`src/core/espfm_pkg.sv`:
```
// Shared constants and types for the four-mode enhanced serial port
package espfm_pkg;

  // ==========================================================================
  // Register byte offsets
  localparam logic [4:0] ADDR_CONTROL = 5'h00;
  localparam logic [4:0] ADDR_DATA    = 5'h04;
  localparam logic [4:0] ADDR_SADDR   = 5'h08;
  localparam logic [4:0] ADDR_SMASK   = 5'h0c;
  localparam logic [4:0] ADDR_CONFIG  = 5'h10;

  // ==========================================================================
  // Reset values
  localparam logic [7:0] CONTROL_RESET = 8'h00;
  localparam logic [7:0] DATA_RESET    = 8'h00;
  localparam logic [7:0] SADDR_RESET   = 8'h00;
  localparam logic [7:0] SMASK_RESET   = 8'h00;
  localparam logic [5:0] CONFIG_RESET  = 6'h00;

  // ==========================================================================
  // Control register fields
  localparam int CTL_MODE_HI = 7;
  localparam int CTL_MODE_LO = 6;
  localparam int CTL_FILTER  = 5;
  localparam int CTL_RX_EN   = 4;
  localparam int CTL_TX_B9   = 3;
  localparam int CTL_RX_B9   = 2;
  localparam int CTL_TX_DONE = 1;
  localparam int CTL_RX_DONE = 0;

  // ==========================================================================
  // Configuration register fields
  localparam int CFG_TX_BAUD_SEL = 0;
  localparam int CFG_RX_BAUD_SEL = 1;
  localparam int CFG_DOUBLER     = 2;
  localparam int CFG_TA_CLK_SEL  = 3;
  localparam int CFG_STATUS_VIEW = 4;
  localparam int CFG_IRQ_EN      = 5;

  // ==========================================================================
  // Cycle counts
  localparam logic [3:0] M0_LAST       = 4'hb;  // Shift clock is core clock / 12
  localparam logic [3:0] M0_HIGH_START = 4'h6;
  localparam logic [3:0] OS_LAST       = 4'hf;  // 16 samples per bit
  localparam logic [3:0] OS_CENTRE     = 4'h7;
  localparam logic [3:0] M0_BITS       = 4'h8;
  localparam logic [3:0] MODE1_BITS    = 4'ha;
  localparam logic [3:0] MODE23_BITS   = 4'hb;

  typedef enum logic [1:0] {
    ESPFM_MODE_SYNC  = 2'b00,
    ESPFM_MODE_8BIT  = 2'b01,
    ESPFM_MODE_9FIX  = 2'b10,
    ESPFM_MODE_9VAR  = 2'b11
  } espfm_mode_t;

  typedef enum logic [1:0] {
    ESPFM_RX_IDLE  = 2'b00,
    ESPFM_RX_START = 2'b01,
    ESPFM_RX_DATA  = 2'b10,
    ESPFM_RX_STOP  = 2'b11
  } espfm_rx_state_t;

endpackage

```
`src/core/espfm_serial_port.sv`:
```
// Four-mode enhanced serial port with Avalon-MM register slave
//
// Chosen here: the address map and register access over Avalon-MM.
`timescale 1ns/1ps
`default_nettype none

module espfm_serial_port (
  // Clock and reset
  input  wire logic        clock,
  input  wire logic        rst_b,
  // Avalon-MM slave
  input  wire logic [4:0]  avs_address,
  input  wire logic        avs_read,
  input  wire logic        avs_write,
  input  wire logic [31:0] avs_writedata,
  output logic [31:0]      avs_readdata,
  output logic             avs_waitrequest,
  // Timer overflow pulses and timer steering
  input  wire logic        timer_a_overflow,
  input  wire logic        timer_b_overflow,
  output logic             timer_b_force_baud,
  output logic             timer_a_clock_select,
  // Serial pins
  output logic             serial_out_pin,
  input  wire logic        serial_in_pin_in,
  output logic             serial_in_pin_out,
  output logic             serial_in_pin_oe,
  // Interrupt request
  output logic             serial_irq
);

  // ==========================================================================
  // Register state
  logic [7:0]  ctl_reg;
  logic [7:0]  rx_buf_reg;
  logic [7:0]  saddr_reg;
  logic [7:0]  smask_reg;
  logic [5:0]  cfg_reg;
  logic        fe_reg;
  logic        ovr_reg;
  logic        col_reg;
  logic        unread_reg;
  logic        ack_reg;
  logic [31:0] rdata_reg;

  logic        req;
  logic        acc;
  logic        wr_ctl;
  logic        wr_data;
  logic        rd_data;
  logic [1:0]  mode;
  logic        stat_view;
  logic [7:0]  ctl_view;

  assign mode      = ctl_reg[espfm_pkg::CTL_MODE_HI:espfm_pkg::CTL_MODE_LO];
  assign stat_view = cfg_reg[espfm_pkg::CFG_STATUS_VIEW];
  assign req       = avs_read | avs_write;
  assign acc       = req & ack_reg;
  assign wr_ctl    = acc & avs_write & (avs_address == espfm_pkg::ADDR_CONTROL);
  assign wr_data   = acc & avs_write & (avs_address == espfm_pkg::ADDR_DATA);
  assign rd_data   = acc & avs_read & (avs_address == espfm_pkg::ADDR_DATA);

  // One wait state on every access, then the answer
  assign avs_waitrequest = req & ~ack_reg;
  assign avs_readdata    = rdata_reg;

  assign ctl_view = stat_view ? {fe_reg, ovr_reg, col_reg, ctl_reg[4:0]} : ctl_reg;

  function automatic logic addr_match(input logic [7:0] a, input logic [7:0] sa, input logic [7:0] sm);
    logic [7:0] bcast;
    bcast = sa | sm;
    addr_match = (((a ^ sa) & sm) == 8'h00)
               | (((a ^ bcast) & bcast) == 8'h00);
  endfunction

  always_ff @(posedge clock)
  begin
    if (!rst_b)
      ack_reg <= 1'b0;
    else
      ack_reg <= req & ~ack_reg;
  end

  always_ff @(posedge clock)
  begin
    if (!rst_b)
      rdata_reg <= 32'h0000_0000;
    else if (avs_read && !ack_reg)
    begin
      if (avs_address == espfm_pkg::ADDR_CONTROL)
        rdata_reg <= {24'h00_0000, ctl_view};
      else if (avs_address == espfm_pkg::ADDR_DATA)
        rdata_reg <= {24'h00_0000, rx_buf_reg};
      else if (avs_address == espfm_pkg::ADDR_SADDR)
        rdata_reg <= {24'h00_0000, saddr_reg};
      else if (avs_address == espfm_pkg::ADDR_SMASK)
        rdata_reg <= {24'h00_0000, smask_reg};
      else if (avs_address == espfm_pkg::ADDR_CONFIG)
        rdata_reg <= {26'h0, cfg_reg};
      else
        rdata_reg <= 32'h0000_0000;
    end
  end

  always_ff @(posedge clock)
  begin
    if (!rst_b)
    begin
      saddr_reg <= espfm_pkg::SADDR_RESET;
      smask_reg <= espfm_pkg::SMASK_RESET;
      cfg_reg   <= espfm_pkg::CONFIG_RESET;
    end
    else if (acc && avs_write)
    begin
      if (avs_address == espfm_pkg::ADDR_SADDR)
        saddr_reg <= avs_writedata[7:0];
      else if (avs_address == espfm_pkg::ADDR_SMASK)
        smask_reg <= avs_writedata[7:0];
      else if (avs_address == espfm_pkg::ADDR_CONFIG)
        cfg_reg <= avs_writedata[5:0];
    end
  end

  assign timer_a_clock_select = cfg_reg[espfm_pkg::CFG_TA_CLK_SEL];
  assign timer_b_force_baud   = cfg_reg[espfm_pkg::CFG_TX_BAUD_SEL] | cfg_reg[espfm_pkg::CFG_RX_BAUD_SEL];
  assign serial_irq = cfg_reg[espfm_pkg::CFG_IRQ_EN]
                    & (ctl_reg[espfm_pkg::CTL_TX_DONE] | ctl_reg[espfm_pkg::CTL_RX_DONE]);

  // ==========================================================================
  // Oversampling ticks, 16 per bit
  logic [1:0] m2_div_reg;
  logic       ta_half_reg;
  logic       m2_tick;
  logic       ta_tick;
  logic       tx_os_tick;
  logic       rx_os_tick;

  always_ff @(posedge clock)
  begin
    if (!rst_b)
    begin
      m2_div_reg  <= 2'h0;
      ta_half_reg <= 1'b0;
    end
    else
    begin
      m2_div_reg <= m2_div_reg + 2'h1;
      if (timer_a_overflow)
        ta_half_reg <= ~ta_half_reg;
    end
  end

  // Mode 2 bit is 64 or 32 core clocks: a tick every 4 or 2 clocks
  assign m2_tick = m2_div_reg[0] & (cfg_reg[espfm_pkg::CFG_DOUBLER] | m2_div_reg[1]);
  // 8-bit timer: bit is 32 overflows, 16 with doubler
  assign ta_tick = timer_a_overflow & (cfg_reg[espfm_pkg::CFG_DOUBLER] | ta_half_reg);
  // 16-bit timer runs at core clock / 2, so 16 overflows make a bit
  assign tx_os_tick = (mode == espfm_pkg::ESPFM_MODE_9FIX) ? m2_tick
                    : (cfg_reg[espfm_pkg::CFG_TX_BAUD_SEL] ? timer_b_overflow : ta_tick);
  assign rx_os_tick = (mode == espfm_pkg::ESPFM_MODE_9FIX) ? m2_tick
                    : (cfg_reg[espfm_pkg::CFG_RX_BAUD_SEL] ? timer_b_overflow : ta_tick);

  // ==========================================================================
  // Transmitter and mode 0 shift engine
  logic [10:0] tx_shift_reg;
  logic        tx_active_reg;
  logic [3:0]  tx_bit_reg;
  logic [3:0]  tx_os_reg;
  logic        m0_rx_reg;
  logic        m0_fin_reg;
  logic [7:0]  m0_rx_shift_reg;
  logic        sout_reg;
  logic        tx_set_done;
  logic        rx_set_done;
  logic        rx_load;
  logic [7:0]  rx_load_data;
  logic        rx_load_b9;
  logic        is_sync;
  logic [3:0]  tx_nbits;
  logic        m0_rx_start;

  assign is_sync     = (mode == espfm_pkg::ESPFM_MODE_SYNC);
  assign tx_nbits    = (mode == espfm_pkg::ESPFM_MODE_8BIT) ? espfm_pkg::MODE1_BITS : espfm_pkg::MODE23_BITS;
  assign m0_rx_start = is_sync & ~tx_active_reg & ~m0_fin_reg & ~wr_data
                     & ctl_reg[espfm_pkg::CTL_RX_EN] & ~ctl_reg[espfm_pkg::CTL_RX_DONE];

  always_ff @(posedge clock)
  begin
    if (!rst_b)
    begin
      tx_shift_reg    <= 11'h7ff;
      tx_active_reg   <= 1'b0;
      tx_bit_reg      <= 4'h0;
      tx_os_reg       <= 4'h0;
      m0_rx_reg       <= 1'b0;
      m0_rx_shift_reg <= 8'h00;
    end
    else if (!tx_active_reg)
    begin
      tx_bit_reg <= 4'h0;
      tx_os_reg  <= 4'h0;
      if (wr_data)
      begin
        tx_active_reg <= 1'b1;
        m0_rx_reg     <= 1'b0;
        if (is_sync)
          tx_shift_reg <= {3'h7, avs_writedata[7:0]};
        else if (mode == espfm_pkg::ESPFM_MODE_8BIT)
          tx_shift_reg <= {2'h3, avs_writedata[7:0], 1'b0};
        else
          tx_shift_reg <= {1'b1, ctl_reg[espfm_pkg::CTL_TX_B9], avs_writedata[7:0], 1'b0};
      end
      else if (m0_rx_start)
      begin
        tx_active_reg <= 1'b1;
        m0_rx_reg     <= 1'b1;
        tx_shift_reg  <= 11'h7ff;
      end
    end
    else if (is_sync)
    begin
      tx_os_reg <= (tx_os_reg == espfm_pkg::M0_LAST) ? 4'h0 : tx_os_reg + 4'h1;
      if (m0_rx_reg && tx_os_reg == espfm_pkg::M0_HIGH_START)
        m0_rx_shift_reg <= {serial_in_pin_in, m0_rx_shift_reg[7:1]};
      if (tx_os_reg == espfm_pkg::M0_LAST)
      begin
        tx_shift_reg <= {1'b1, tx_shift_reg[10:1]};
        tx_bit_reg   <= tx_bit_reg + 4'h1;
        if (tx_bit_reg == espfm_pkg::M0_BITS - 4'h1)
          tx_active_reg <= 1'b0;
      end
    end
    else if (tx_os_tick)
    begin
      tx_os_reg <= tx_os_reg + 4'h1;
      if (tx_os_reg == espfm_pkg::OS_LAST)
      begin
        tx_shift_reg <= {1'b1, tx_shift_reg[10:1]};
        tx_bit_reg   <= tx_bit_reg + 4'h1;
        if (tx_bit_reg == tx_nbits - 4'h1)
          tx_active_reg <= 1'b0;
      end
    end
  end

  assign tx_set_done = tx_active_reg & ~m0_rx_reg &
                       (is_sync ? (tx_os_reg == espfm_pkg::M0_LAST && tx_bit_reg == espfm_pkg::M0_BITS - 4'h1)
                                : (tx_os_tick && tx_os_reg == espfm_pkg::OS_LAST
                                   && tx_bit_reg == tx_nbits - 4'h2));

  // Receive completes one cycle after the eighth bit
  always_ff @(posedge clock)
  begin
    if (!rst_b)
      m0_fin_reg <= 1'b0;
    else
      m0_fin_reg <= tx_active_reg & m0_rx_reg & is_sync
                  & (tx_os_reg == espfm_pkg::M0_LAST) & (tx_bit_reg == espfm_pkg::M0_BITS - 4'h1);
  end

  // Shift clock low then high; async line idles high
  always_ff @(posedge clock)
  begin
    if (!rst_b)
      sout_reg <= 1'b1;
    else if (is_sync)
      sout_reg <= ~(tx_active_reg && tx_os_reg < espfm_pkg::M0_HIGH_START - 4'h1)
                | (tx_active_reg && tx_os_reg == espfm_pkg::M0_LAST);
    else
      sout_reg <= tx_shift_reg[0];
  end

  assign serial_out_pin    = sout_reg;
  assign serial_in_pin_out = 1'b0;
  // Open drain: only pull low, an external pull-up gives the ones
  assign serial_in_pin_oe  = is_sync & tx_active_reg & ~m0_rx_reg & ~tx_shift_reg[0];

  // ==========================================================================
  // Asynchronous receiver
  espfm_pkg::espfm_rx_state_t rx_state_reg;
  logic [3:0] rx_os_reg;
  logic [3:0] rx_bit_reg;
  logic [8:0] rx_shift_reg;
  logic       rx_prev_reg;
  logic       rx_stop_now;
  logic       rx_accept;
  logic [3:0] rx_ndata;

  assign rx_ndata    = (mode == espfm_pkg::ESPFM_MODE_8BIT) ? 4'h8 : 4'h9;
  // Last data sample was at a bit centre, so 16 more ticks land on the stop centre
  assign rx_stop_now = (rx_state_reg == espfm_pkg::ESPFM_RX_STOP) & rx_os_tick & (rx_os_reg == espfm_pkg::OS_LAST);
  // Mode 1: stop bit must be high when filtering; modes 2,3: ninth bit and address
  assign rx_accept = ~ctl_reg[espfm_pkg::CTL_RX_DONE] & (~ctl_reg[espfm_pkg::CTL_FILTER] |
                     ((mode == espfm_pkg::ESPFM_MODE_8BIT) ? serial_in_pin_in
                      : (rx_shift_reg[8] & addr_match(rx_shift_reg[7:0], saddr_reg, smask_reg))));

  always_ff @(posedge clock)
  begin
    if (!rst_b)
    begin
      rx_state_reg <= espfm_pkg::ESPFM_RX_IDLE;
      rx_os_reg    <= 4'h0;
      rx_bit_reg   <= 4'h0;
      rx_shift_reg <= 9'h000;
      rx_prev_reg  <= 1'b1;
    end
    else
    begin
      rx_prev_reg <= serial_in_pin_in;
      if (is_sync || !ctl_reg[espfm_pkg::CTL_RX_EN])
        rx_state_reg <= espfm_pkg::ESPFM_RX_IDLE;
      else
      case (rx_state_reg)
        espfm_pkg::ESPFM_RX_IDLE:
          if (rx_prev_reg && !serial_in_pin_in)
          begin
            rx_state_reg <= espfm_pkg::ESPFM_RX_START;
            rx_os_reg    <= 4'h0;
            rx_bit_reg   <= 4'h0;
          end
        espfm_pkg::ESPFM_RX_START:
          if (rx_os_tick)
          begin
            rx_os_reg <= rx_os_reg + 4'h1;
            // A start bit that is high again at its centre was a glitch
            if (rx_os_reg == espfm_pkg::OS_CENTRE)
            begin
              rx_os_reg    <= 4'h0;
              rx_state_reg <= serial_in_pin_in ? espfm_pkg::ESPFM_RX_IDLE : espfm_pkg::ESPFM_RX_DATA;
            end
          end
        espfm_pkg::ESPFM_RX_DATA:
          if (rx_os_tick)
          begin
            rx_os_reg <= rx_os_reg + 4'h1;
            if (rx_os_reg == espfm_pkg::OS_LAST)
            begin
              rx_shift_reg <= (mode == espfm_pkg::ESPFM_MODE_8BIT) ? {1'b0, serial_in_pin_in, rx_shift_reg[7:1]}
                                                                    : {serial_in_pin_in, rx_shift_reg[8:1]};
              rx_bit_reg <= rx_bit_reg + 4'h1;
              if (rx_bit_reg == rx_ndata - 4'h1)
                rx_state_reg <= espfm_pkg::ESPFM_RX_STOP;
            end
          end
        espfm_pkg::ESPFM_RX_STOP:
          if (rx_os_tick)
          begin
            rx_os_reg <= rx_os_reg + 4'h1;
            if (rx_os_reg == espfm_pkg::OS_LAST)
              rx_state_reg <= espfm_pkg::ESPFM_RX_IDLE;
          end
        default:
          rx_state_reg <= espfm_pkg::ESPFM_RX_IDLE;
      endcase
    end
  end

  assign rx_load      = m0_fin_reg | (rx_stop_now & rx_accept);
  assign rx_load_data = m0_fin_reg ? m0_rx_shift_reg : rx_shift_reg[7:0];
  // Mode 1 keeps the stop bit, modes 2,3 the ninth bit
  assign rx_load_b9   = (mode == espfm_pkg::ESPFM_MODE_8BIT) ? serial_in_pin_in : rx_shift_reg[8];
  assign rx_set_done  = rx_load;

  // ==========================================================================
  // Holding register, control register and status flags
  always_ff @(posedge clock)
  begin
    if (!rst_b)
      rx_buf_reg <= espfm_pkg::DATA_RESET;
    else if (rx_load)
      rx_buf_reg <= rx_load_data;
  end

  always_ff @(posedge clock)
  begin
    if (!rst_b)
      unread_reg <= 1'b0;
    else if (rx_load)
      unread_reg <= 1'b1;
    else if (rd_data)
      unread_reg <= 1'b0;
  end

  // Hardware sets win over a software clear in the same cycle
  always_ff @(posedge clock)
  begin
    if (!rst_b)
      ctl_reg <= espfm_pkg::CONTROL_RESET;
    else
    begin
      if (wr_ctl)
      begin
        ctl_reg[4:0] <= avs_writedata[4:0];
        if (!stat_view)
          ctl_reg[7:5] <= avs_writedata[7:5];
      end
      if (rx_load && !m0_fin_reg)
        ctl_reg[espfm_pkg::CTL_RX_B9] <= rx_load_b9;
      if (tx_set_done)
        ctl_reg[espfm_pkg::CTL_TX_DONE] <= 1'b1;
      if (rx_set_done)
        ctl_reg[espfm_pkg::CTL_RX_DONE] <= 1'b1;
    end
  end

  always_ff @(posedge clock)
  begin
    if (!rst_b)
    begin
      fe_reg  <= 1'b0;
      ovr_reg <= 1'b0;
      col_reg <= 1'b0;
    end
    else
    begin
      if (wr_ctl && stat_view)
      begin
        fe_reg  <= avs_writedata[7];
        ovr_reg <= avs_writedata[6];
        col_reg <= avs_writedata[5];
      end
      if (rx_stop_now && !serial_in_pin_in)
        fe_reg <= 1'b1;
      if (rx_load && unread_reg && !is_sync)
        ovr_reg <= 1'b1;
      if (wr_data && tx_active_reg)
        col_reg <= 1'b1;
    end
  end

  // ==========================================================================
  // Checks
  a_bus_one_wait: assert property (@(posedge clock) disable iff (!rst_b)
    ($rose(req) && !ack_reg) |-> avs_waitrequest ##1 !avs_waitrequest)
    else $error("bus answer not after one wait state");
  a_data_read_rx: assert property (@(posedge clock) disable iff (!rst_b)
    (rd_data && !$past(rx_load)) |-> avs_readdata[7:0] == rx_buf_reg)
    else $error("data read does not return receive holding register");
  a_tx_done_holds: assert property (@(posedge clock) disable iff (!rst_b)
    (ctl_reg[espfm_pkg::CTL_TX_DONE] && !wr_ctl) |=> ctl_reg[espfm_pkg::CTL_TX_DONE])
    else $error("transmit done cleared without a software write");
  a_rx_buf_held: assert property (@(posedge clock) disable iff (!rst_b)
    (ctl_reg[espfm_pkg::CTL_RX_DONE] && !wr_ctl && !m0_fin_reg) |=> $stable(rx_buf_reg))
    else $error("holding register overwritten while receive done set");
  a_m0_clk_period: assert property (@(posedge clock) disable iff (!rst_b)
    ($rose(sout_reg) && is_sync && tx_active_reg && tx_bit_reg < 4'h7) |-> ##12 $rose(sout_reg))
    else $error("mode 0 shift clock period is not 12 cycles");
  a_pin_open_drain: assert property (@(posedge clock) disable iff (!rst_b)
    serial_in_pin_oe |-> (is_sync && !serial_in_pin_out))
    else $error("data pin driven high or outside mode 0");
  a_async_start: assert property (@(posedge clock) disable iff (!rst_b)
    (wr_data && !tx_active_reg && !is_sync) |=> ##1 !serial_out_pin)
    else $error("async write did not send a start bit");
  a_irq_follows: assert property (@(posedge clock) disable iff (!rst_b)
    ($rose(ctl_reg[espfm_pkg::CTL_RX_DONE]) && cfg_reg[espfm_pkg::CFG_IRQ_EN]) |-> serial_irq)
    else $error("interrupt missing after receive done");
  a_collision_set: assert property (@(posedge clock) disable iff (!rst_b)
    (wr_data && tx_active_reg) |=> col_reg)
    else $error("collision flag not set on busy write");

endmodule

`default_nettype wire

```
`config.mk`:
```
export PLATFORM = sky130hd
export DESIGN_NAME = espfm_serial_port
export DESIGN_NICKNAME = d
export VERILOG_FILES = /design/src/core/espfm_pkg.sv /design/src/core/espfm_serial_port.sv
export SDC_FILE = /design/constraint.sdc
export NUM_CORES = 1
export LEC_CHECK = 0
export ABC_AREA = 0
export ABC_CLOCK_PERIOD_IN_PS = 2200
export BUFFER_PORTS_ARGS = -buffer_cell sky130_fd_sc_hd__buf_2
export CORE_MARGIN = 4
export CORE_UTILIZATION = 57
export DETAILED_ROUTE_END_ITERATION = 10
export GPL_TIMING_DRIVEN = 0
export PLACE_DENSITY_LB_ADDON = 0.08
export SLEW_MARGIN = 20
export SYNTH_ARGS = -nofsm -noshare
export SYNTH_HDL_FRONTEND = slang
export SYNTH_SLANG_ARGS = --single-unit
```
`constraint.sdc`:
```
create_clock -name clock -period 2.2 [get_ports clock]
set_input_delay 0.11 -clock clock [delete_from_list [all_inputs] [get_ports clock]]
set_output_delay 0.11 -clock clock [all_outputs]
set_load 0.05 [all_outputs]
```
# Yosys cells after proc, flatten, opt, wreduce, memory -nomap -nowiden
# Cells that the tools add are included.
# word_totals
input_bits	44
word_cells	256
reg_bits	129
# op_classes
n_reduce_logical	53
addsub	8
bitwise	58
n_eq_ne	31
n_mux	75
magnitude_cmp	1
# ops
operator	count
$mux 11	7
$mux 4	13
$mux 8	6
$mux 1	32
$and 1x1->1	29
$reduce_bool 2->1	11
$mux 10	2
$mux 2	9
$add 4x1->4 const B	4
$and 8x8->8	2
$logic_not 8->1	2
$reduce_and 4->1	4
$xor 8x8->8	2
$logic_and 1x1->1	15
$not 1->1	15
$ne 2x2->1 const B	7
$eq 4x3->1 const B	3
$eq 4x4->1	3
$eq 4x4->1 const B	3
$pmux 4 s3	1
$eq 5x4->1 const B	2
$mux 9	1
$or 1x1->1	9
$reduce_and 3->1	3
other kinds (25)	41

# Logic depth before layout (Yosys ltp)
# Gate-level depths: netlist of the first run.
# logic_depth
depth_word	14
mapped_depth	9

# Worst setup path after synthesis of the first run
# OpenSTA, ideal clock, no wires.
# synth_timing
path_type	register -> output
from	register ctl_reg[6]
to	output serial_in_pin_oe
t_required_ns	2.090
stages_incl_launch_ff	6
arrival_ns	2.442
setup_slack_ns	-0.352
path_cell_list	dfxtp_1 -> buf_6 -> or2_1 -> buf_2 -> buf_1 -> nor4_1
# synth_between
elab_chain_len	4
# synth_lines
element	line_no	source
start, declared	espfm_serial_port.sv:34	logic [7:0] ctl_reg;
start signal, assigned	espfm_serial_port.sv:388	ctl_reg <= espfm_pkg::CONTROL_RESET;
start signal, assigned	espfm_serial_port.sv:395	ctl_reg[7:5] <= avs_writedata[7:5];
start signal, assigned by index	espfm_serial_port.sv:398	ctl_reg[espfm_pkg::CTL_RX_B9] <= rx_load_b9;
$logic_not 2->1	espfm_serial_port.sv:182	assign is_sync = (mode == espfm_pkg::ESPFM_MODE_SYNC);
$and 1x1->1 (3 in series)	espfm_serial_port.sv:276	assign serial_in_pin_oe = is_sync & tx_active_reg & ~m0_rx_reg & ~tx_shift_reg[0];
end, declared	espfm_serial_port.sv:27	output logic serial_in_pin_oe,
# No other way between the ends.

# Final worst setup path of the first run
# layout_timing
from	register ctl_reg[6]
to	register rx_os_reg[3]
# layout_between
elab_chain_len	4
# layout_lines
element	line_no	source
$eq 2x2->1 or $logic_not 2->1 (tied branches)	espfm_serial_port.sv:160, espfm_serial_port.sv:182	
$mux 1 or $logic_or 1x1->1 (tied branches)	espfm_serial_port.sv:160, espfm_serial_port.sv:310	
$ne 2x1->1 (no line) (tied with other cells)	-	
$reduce_and 4->1 (no line) *	-	
end signal, assigned	espfm_serial_port.sv:324	rx_os_reg <= rx_os_reg + 4'h1;
end signal, assigned	espfm_serial_port.sv:335	rx_os_reg <= rx_os_reg + 4'h1;
end signal, assigned	espfm_serial_port.sv:348	rx_os_reg <= rx_os_reg + 4'h1;
end, declared	espfm_serial_port.sv:281	logic [3:0] rx_os_reg;
# Every way passes the cells marked *; elsewhere a longest branch is shown, timed or not.
# A chain may end at the register's enable or synchronous reset.

==> results.txt, run 1 <==
Status - complete, no violations
Inserted Diodes - 0
Setup WS post-layout - 34.42 ps
Die height - 103.5 um
Layout Nets - 720
Max Cap Viol - 0
Dpl ws - -198.4 ps
Routed WL per cell - 18.07 um
Area fraction in compound gates after synthesis - 0.1755
EDFF count, synth - 0
Ports - 83
Total wire length - 14,150 um
WHS Path Cells - 3
Maximum VDD drop - 0.0003668 V
Worst setup SP type - flip-flop
Hold Path Sink - ta_half_reg
Ys async rst share - 0
First-pass GRT wire length - 21,900 um
Root Buffer - clkbuf_8
Vias - 4,652
Hpwl dp - 10,360 um
Post-route DRC - 0
Cell Rows - 34
Sequential area share after synthesis - 0.4007
FF-to-FF path depth - 7
Fmax - 0.4618 GHz
Setup_tns - 0 ps
First DRT Iteration DRCs - 370
Dominant synthesized flop cell - dfxtp_1
Yosys reg bits - 104
TritonCTS clock tree - done
CTS buffer count - 9
Die Wd - 103.5 um
Vias per cell - 5.941
Setup violations, final - 0
Worst R2R Setup Slack - 30 ps
Vias in the first global route - 4,194
Placed instance area - 5588 um^2
Worst slew pin tran - 975.7 ps
Hold buffer count at cts - 0
Sink Count - 104
CTS Buffer Depth - 2
FF-to-FF Start - ctl_reg[6]
Adder-cell share of the synthesized area - 0.01445
Initial antenna violation count - 0
GRT Residual Overflow - 0
Latest clock arrival within the worst-skew pair - 380 ps
XOR/XNOR share of the synthesized area - 0.03203
Synth Instances - 596
Core footprint - 8806 um^2
Post-layout instance area - 5918 um^2
Synth warn - 0
Hold path start - timer_a_overflow
Largest family of logic cells by synthesized area - simple AND/OR/NAND/NOR gates
Worst Skew - 14.16 ps
Simple-gate area share of the yosys netlist - 0.1909
Leak pwr - 2.395 nW
Reg2reg end - rx_os_reg[3]
Multiplexer area fraction after synthesis - 0.1144
Final GP Congestion - 0.9156
Area Growth Syn to Fin - 13.89%
Total GRT Usage - 0.2675
WS Path Type - flip-flop to flip-flop
Max-slew violation count - 0
Clock transition at the registers of the reported paths - 110 ps
Largest register FFs - 10
Slew HR - 0.3445
RSZ-0062 raised after global routing - yes
Power Dens Cells - 583.8 nW/um^2
DRT antenna net count - 0
Syn_area_per_cell - 8.719 um^2
Unique masters post-synth - 67
Final worst path period share - 0.9844
Hold Crit Class - input port to flip-flop
I/O Buffers - 32
Crit path time final - 2166 ps
WP data arrival - 2480 ps
DRT Pass-1 Iters - 5
CP Capture Type - flip-flop
Die area - 10,710 um^2
Worst Path Max Fanout - 6
Dpl cells - 760
Mapped Area - 5196 um^2
Fin. Hold Viols - 0
Largest net degree at the start of global routing - 20
Layout Cells excl Fill - 783
Share of post-route cells with drive strength above 1 - 0.1733
H-tree levels - 3
Initial core utilization - 0.5901
Final core area utilization - 0.6721
Critical Path RT - 2510 ps
## cells in the mapped netlist, drive strengths merged (10+ instances only)
cell / count / area, um^2
dfxtp: 104 / 2082
nor2: 72 / 270.3
mux2i: 56 / 560.5
nand2: 48 / 180.2
o21ai: 37 / 185.2
a21oi: 35 / 175.2
buf: 34 / 239.0
clkbuf: 22 / 82.58
nand3: 17 / 90.09
inv: 13 / 48.79
xor2: 12 / 105.1
o211ai: 11 / 82.58
nor2b: 10 / 62.56
## metrics by stage
stage	hold WS [ps]	total power (W)
floorplan	226.8	0.002215
global placement	367.3	0.002301
detailed placement	397.3	0.002305
CTS	2.427	0.003457
global route	14.70	0.003566
finish	22.95	0.003455
## cell type report
type                    count  area [um^2]
multi-input cells         447         2889
fillers                   765         2888
flip-flops and latches    104         2097
plain buffers              53        310.3
repair buffers             42        249.0
well taps                 108        135.1
clock buffers               9        123.9
clock inverters             7        65.06
inverters                  13        48.80
## critical path, stage by stage, from the launching register on
cell	delay [ps]
dfxtp_4	380
nand2b_4	140
or3b_4	420
buf_12	150
a31oi_4	240
nand3_4	120
or4_1	530
a21oi_1	120
## how the worst max path moves through the flow
stage	from	to	slack (ps)	depth (start not counted)
2_1_floorplan	ctl_reg[6]	rx_buf_reg[0]	190	8
3_3_place_gp	avs_address[1]	smask_reg[0]	-110	6
3_5_place_dp	avs_address[1]	smask_reg[5]	-200	6
4_1_cts	ctl_reg[6]	rx_buf_reg[0]	-0.5	8
5_1_grt	ctl_reg[6]	rx_os_reg[3]	-10	7
6_report	ctl_reg[6]	rx_os_reg[3]	30	7
## cells in the final DEF, fill, tap and decap left out, types with 5 or more instances in the layout
| cell | Yosys | layout |
|---|---|---|
| dfxtp_1 | 104 | 98 |
| nor2_1 | 72 | 72 |
| mux2i_1 | 56 | 56 |
| nand2_1 | 48 | 48 |
| buf_2 | 5 | 37 |
| a21oi_1 | 35 | 35 |
| o21ai_0 | 34 | 34 |
| buf_4 | 26 | 33 |
| conb_1 | 1 | 25 |
| clkbuf_1 | 22 | 19 |
| nand3_1 | 16 | 15 |
| inv_1 | 12 | 12 |
| xor2_1 | 12 | 12 |
| o211ai_1 | 11 | 11 |
| nor2b_1 | 10 | 10 |
| clkbuf_8 | 0 | 9 |
| and3_1 | 8 | 8 |
| xnor2_1 | 7 | 7 |
| nor3_1 | 6 | 6 |
| nand2b_1 | 6 | 6 |
| a222oi_1 | 6 | 6 |
| ha_1 | 6 | 6 |
| or3_1 | 5 | 5 |
| a22oi_1 | 5 | 5 |
| a221oi_1 | 5 | 5 |
## metal layers
| layer | track usage | wire length [um] |
|---|---|---|
| met4 | 0.08068 | 310 |
| met3 | 0.06304 | 1126 |
| met5 | 0 | 0 |
| met2 | 0.4176 | 6353 |
| met1 | 0.3686 | 6358 |
## where the power goes
group / internal, W / switching [W] / leakage (nW)
Combinational: 0.0000978 / 0.000264 / 1.46
Clock: 0.000438 / 0.000740 / 0.0938
Sequential: 0.00190 / 0.0000168 / 0.844
Total: 0.00243 / 0.00102 / 2.39
## timing repair
action | CTS | global route
cloned | 0 | 1
pin swaps | 0 | 1
endpoints found under the setup margin | 26 | 25
resized for setup | 8 | 16
buffers inserted | 0 | 9
## cells by family (layout without fill, tap and decap cells)
kind of cell               Yosys count  in the layout
muxes                               59             59
AOI/OAI and AO/OA                  136            136
buffers and inverters               69            124
DFF                                104            104
adders and majority gates            6              6
xor gates and xnor gates            19             19
other                                1             25
and+or+nand+nor                    202            202
Note: power is estimated with default switching activity, not from simulation.
==> run 2, diff against run 1 <==
--- a/config.mk
+++ b/config.mk
@@ -13,6 +13,7 @@
 export DETAILED_ROUTE_END_ITERATION = 10
 export GPL_TIMING_DRIVEN = 0
 export PLACE_DENSITY_LB_ADDON = 0.08
+export RECOVER_POWER = 100
 export SLEW_MARGIN = 20
 export SYNTH_ARGS = -nofsm -noshare
 export SYNTH_HDL_FRONTEND = slang
==> results.txt, run 2 (synthesized netlist as in run 1, its figures left out) <==
First-pass GRT wire length - 21,900 um
Post-route DRC - 0
Worst path max stage delay - 530 ps
Worst setup SP type - flip-flop
CTS Buffer Depth - 2
Fmax - 0.4613 GHz
Die area - 10,710 um^2
Cell Chain, Critical Path - nand2b_4 > or3b_4 > buf_12 > a31oi_4 > nand3_4 > or4_1 > a21oi_1
DRT antenna net count - 0
Placed instance area - 5588 um^2
Setup violations, final - 0
Ports - 83
Hold buffer count at cts - 0
DRT Pass-1 Iters - 5
Routed WL per cell - 18.08 um
Worst Skew - 13.81 ps
Layout Cells excl Fill - 783
Total GRT Usage - 0.2675
Vias in the first global route - 4,194
Worst slew pin tran - 967.0 ps
WP data arrival - 2480 ps
Root Buffer - clkbuf_8
CP max stage cell - or4_1
H-tree levels - 3
Vias - 4,614
Leak pwr - 2.347 nW
CTS buffer count - 9
Setup WS post-layout - 32.09 ps
Fin. Hold Viols - 0
Initial core utilization - 0.5901
Vias per cell - 5.893
Inserted Diodes - 0
Sink Count - 104
CP Capture Type - flip-flop
Dpl cells - 760
Final worst path period share - 0.9854
Critical Path RT - 2510 ps
Final core area utilization - 0.6702
Commonest non-fill, non-tap cell in the layout - dfxtp_1
Max Cap Viol - 0
Die height - 103.5 um
Latest clock arrival within the worst-skew pair - 380 ps
GRT Residual Overflow - 0
Share of post-route cells with drive strength above 1 - 0.1526
Post-layout instance area - 5902 um^2
Layout Nets - 720
Total wire length - 14,160 um
Final GP Congestion - 0.9156
I/O Buffers - 32
TritonCTS clock tree - done
WS Path Type - flip-flop to flip-flop
Most frequent cells in the layout - dfxtp_1, nor2_1, mux2i_1
Area Growth Syn to Fin - 13.58%
Clock transition at the registers of the reported paths - 100 ps
Max-slew violation count - 0
Cell Rows - 34
Power Dens Cells - 584.6 nW/um^2
Slew HR - 0.3504
Dpl ws - -198.4 ps
Status - complete, no violations
Crit path time final - 2168 ps
Die Wd - 103.5 um
First DRT Iteration DRCs - 354
Worst Path Max Fanout - 6
Initial antenna violation count - 0
Fin Hold WS - 20.73 ps
Largest register FFs - 10
RSZ-0062 raised after global routing - yes
Maximum VDD drop - 0.0003656 V
Hold Crit Class - input port to flip-flop
Core footprint - 8806 um^2
Hpwl dp - 10,360 um
Largest net degree at the start of global routing - 20
## run 2: changes by cell type in the layout (fill, tap and decap cells not counted)
cell	previous run	this run
buf_2	37	24
clkbuf_1	19	32
inv_1	12	13
inv_2	1	0
## run 2: worst paths after layout
check / slack (ps) / from / end / cells past startpoint
max reg2reg: 30 / ctl_reg[6] / rx_os_reg[3] / 7
min reg2reg: 470 / avs_readdata[5] / avs_readdata[5] / 2
min: 20 / timer_a_overflow / ta_half_reg / 3
max: 30 / ctl_reg[6] / rx_os_reg[3] / 7
## run 2: worst max-delay path: cells and delay by family, from the launching register on
kind | cells | cell delay [ps]
AO/OA/AOI/OAI | 2 | 360
buffers and inverters | 1 | 150
AND/OR/NAND/NOR | 4 | 1220
flip-flops | 1 | 380
## run 2: what timing repair did
action	in CTS	in global routing
setup endpoints to repair	26	25
resized for setup	8	16
pin swaps	0	1
setup buffers	0	9
gates cloned	0	1
## run 2: per-stage QoR
step | total power, W | TNS (ps)
after floorplan | 0.002215 | 0
after global placement | 0.002301 | -1475
after detailed placement | 0.002305 | -2994
after CTS | 0.003457 | -0.5302
after global routing | 0.003564 | -14.52
final | 0.003450 | 0
## run 2: power breakdown
part / leakage [nW] / switching, W / internal, W
clock network: 0.0938 / 0.000738 / 0.000438
registers: 0.844 / 0.0000171 / 0.00190
logic: 1.41 / 0.000264 / 0.0000946
## run 2: area by class of cell
class                           instances  area [um^2]
Fill cell                             775         2904
Multi-Input combinational cell        447         2889
Inverter                               13        48.80
Tap cell                              108        135.1
Buffer                                 53        310.3
Sequential cell                       104         2097
Timing Repair Buffer                   42        232.7
Clock buffer                            9        123.9
Clock inverter                          7        65.06
## run 2: per-layer routing
metal | up-vias | GRT usage | share of wire
met5 | - | 0 | 0
met4 | 0 | 0.08068 | 0.023
met3 | 29 | 0.06304 | 0.086
met2 | 183 | 0.4176 | 0.45
met1 | 2180 | 0.3686 | 0.44
li1 | 2222 | - | -
==> run 3, diff against run 2 <==
--- a/config.mk
+++ b/config.mk
@@ -11,10 +11,10 @@
 export CORE_MARGIN = 4
 export CORE_UTILIZATION = 57
 export DETAILED_ROUTE_END_ITERATION = 10
-export GPL_TIMING_DRIVEN = 0
 export PLACE_DENSITY_LB_ADDON = 0.08
 export RECOVER_POWER = 100
 export SLEW_MARGIN = 20
 export SYNTH_ARGS = -nofsm -noshare
 export SYNTH_HDL_FRONTEND = slang
 export SYNTH_SLANG_ARGS = --single-unit
+export TNS_END_PERCENT = 5
==> results.txt, run 3 (synthesized netlist as in run 1, its figures left out) <==
Status - complete, no violations
Final core area utilization - 0.6417
Placed instance area - 5466 um^2
Layout Nets - 685
Root Buffer - clkbuf_8
Die Wd - 103.5 um
CP Capture Type - flip-flop
Register share of total power - 0.563
Hold Crit Class - input port to flip-flop
Core footprint - 8806 um^2
Fin. Hold Viols - 0
Most frequent cells in the layout - dfxtp_1, nor2_1, mux2i_1
Commonest non-fill, non-tap cell in the layout - dfxtp_1
Psw - 0.0009966 W
Slew HR - 0.5368
Largest register FFs - 10
CP max stage cell - or3b_4
Inserted Diodes - 0
First-pass GRT wire length - 21,110 um
Max Cap Viol - 0
Die area - 10,710 um^2
Max-slew violation count - 0
Hpwl dp - 9358 um
Pwr Total - 0.003404 W
Worst path bufs/invs - 1
Post-route DRC - 0
Die height - 103.5 um
Worst Path Max Fanout - 10
Sink Count - 104
Fin Hold WS - 22.30 ps
CTS buffer count - 9
Cell Chain, Critical Path - nand2b_4 > or3b_4 > a211o_1 > a211oi_2 > buf_6 > mux2i_1 > a21oi_1
Combinational Power Share - 0.091
Total wire length - 12,840 um
FF-to-FF path depth - 7
DRT antenna net count - 0
Setup violations, final - 0
Hold buffer count at cts - 0
Cell Rows - 34
Crit path time final - 2164 ps
Vias in the first global route - 4,238
Critical Path RT - 2460 ps
Share of post-route cells with drive strength above 1 - 0.1203
Worst setup SP type - flip-flop
First DRT Iteration DRCs - 289
Critical path depth - 7
WP data arrival - 2420 ps
WS Path Type - flip-flop to flip-flop
Int Pwr - 0.002408 W
DRT Pass-1 Iters - 5
Maximum VDD drop - 0.0004524 V
Worst slew pin tran - 694.8 ps
Top Family by Delay on Critical Path - compound AO/OA/AOI/OAI gates
Sw Share - 0.2928
Ports - 83
I/O Buffers - 33
Worst Skew - 16.24 ps
Total GRT Usage - 0.2546
Final worst path period share - 0.9836
RSZ-0062 raised after global routing - yes
Area Growth Syn to Fin - 8.741%
Leak pwr - 2.213 nW
WHS Path Cells - 3
Post-layout instance area - 5650 um^2
Clock transition at the registers of the reported paths - 110 ps
Power Dens Cells - 602.5 nW/um^2
Final GP Congestion - 0.9746
# fillers - 762
Fmax - 0.4621 GHz
Initial core utilization - 0.5901
Latest clock arrival within the worst-skew pair - 380 ps
Largest net degree at the start of global routing - 44
Clk pwr share - 0.346
Vias per cell - 5.821
GRT Residual Overflow - 0
CTS Buffer Depth - 2
TritonCTS clock tree - done
Routed WL per cell - 17.17 um
Worst path max stage delay - 420 ps
Vias - 4,354
H-tree levels - 3
Initial antenna violation count - 0
==> run 3: through the flow <==
step	worst slack, ps	setup TNS [ps]	instances
after global placement	130.3	0	731
final	35.99	0	748
after floorplan	192.6	0	620
after detailed placement	55.49	0	731
after global routing	-55.50	-154.0	748
after CTS	11.14	0	747
==> run 3: final timing paths <==
| check | end | start | slack (ps) |
|---|---|---|---|
| worst max register to register | rx_buf_reg[3] | ctl_reg[6] | 40 |
| worst max-delay path | rx_buf_reg[3] | ctl_reg[6] | 40 |
| worst min register to register | avs_readdata[5] | avs_readdata[5] | 470 |
| worst min-delay path | ta_half_reg | timer_a_overflow | 20 |
==> run 3: metal layers <==
metal,up-vias,wire [um],GRT usage
li1,2148,-,-
met1,2055,6182,0.3496
met2,132,5784,0.4059
met3,19,615,0.04292
met4,0,261,0.08765
met5,-,0,0
==> run 3: power groups by stage <==
stage	Combinational (W)	Sequential, W	Clock [W]
floorplan	0.000230	0.00199	0
global route	0.000332	0.00192	0.00129
finish	0.000310	0.00192	0.00118
CTS	0.000311	0.00192	0.00122
detailed placement	0.000310	0.00196	0
global placement	0.000306	0.00196	0
==> run 3: worst min-delay path: cells and delay by family <==
family,cells,cell delay (ps)
xor+xnor,1,60
simple gates,1,80
buf+inv,1,110
==> run 3: repair_timing <==
item | in CTS | in global routing
resized for setup | 0 | 4
setup endpoints to repair | 0 | 11
setup buffers | 0 | 1
==> run 3: layout make-up <==
class / instances / area [um^2] / area share
tap: 108 / 135.1 / 0.02392
clock inverter: 7 / 73.82 / 0.01306
timing repair buffer: 60 / 336.6 / 0.05957
clock buffer: 9 / 123.9 / 0.02192
inverter: 13 / 48.80 / 0.008636
sequential: 104 / 2085 / 0.3689
multi-input combinational: 447 / 2848 / 0.5040
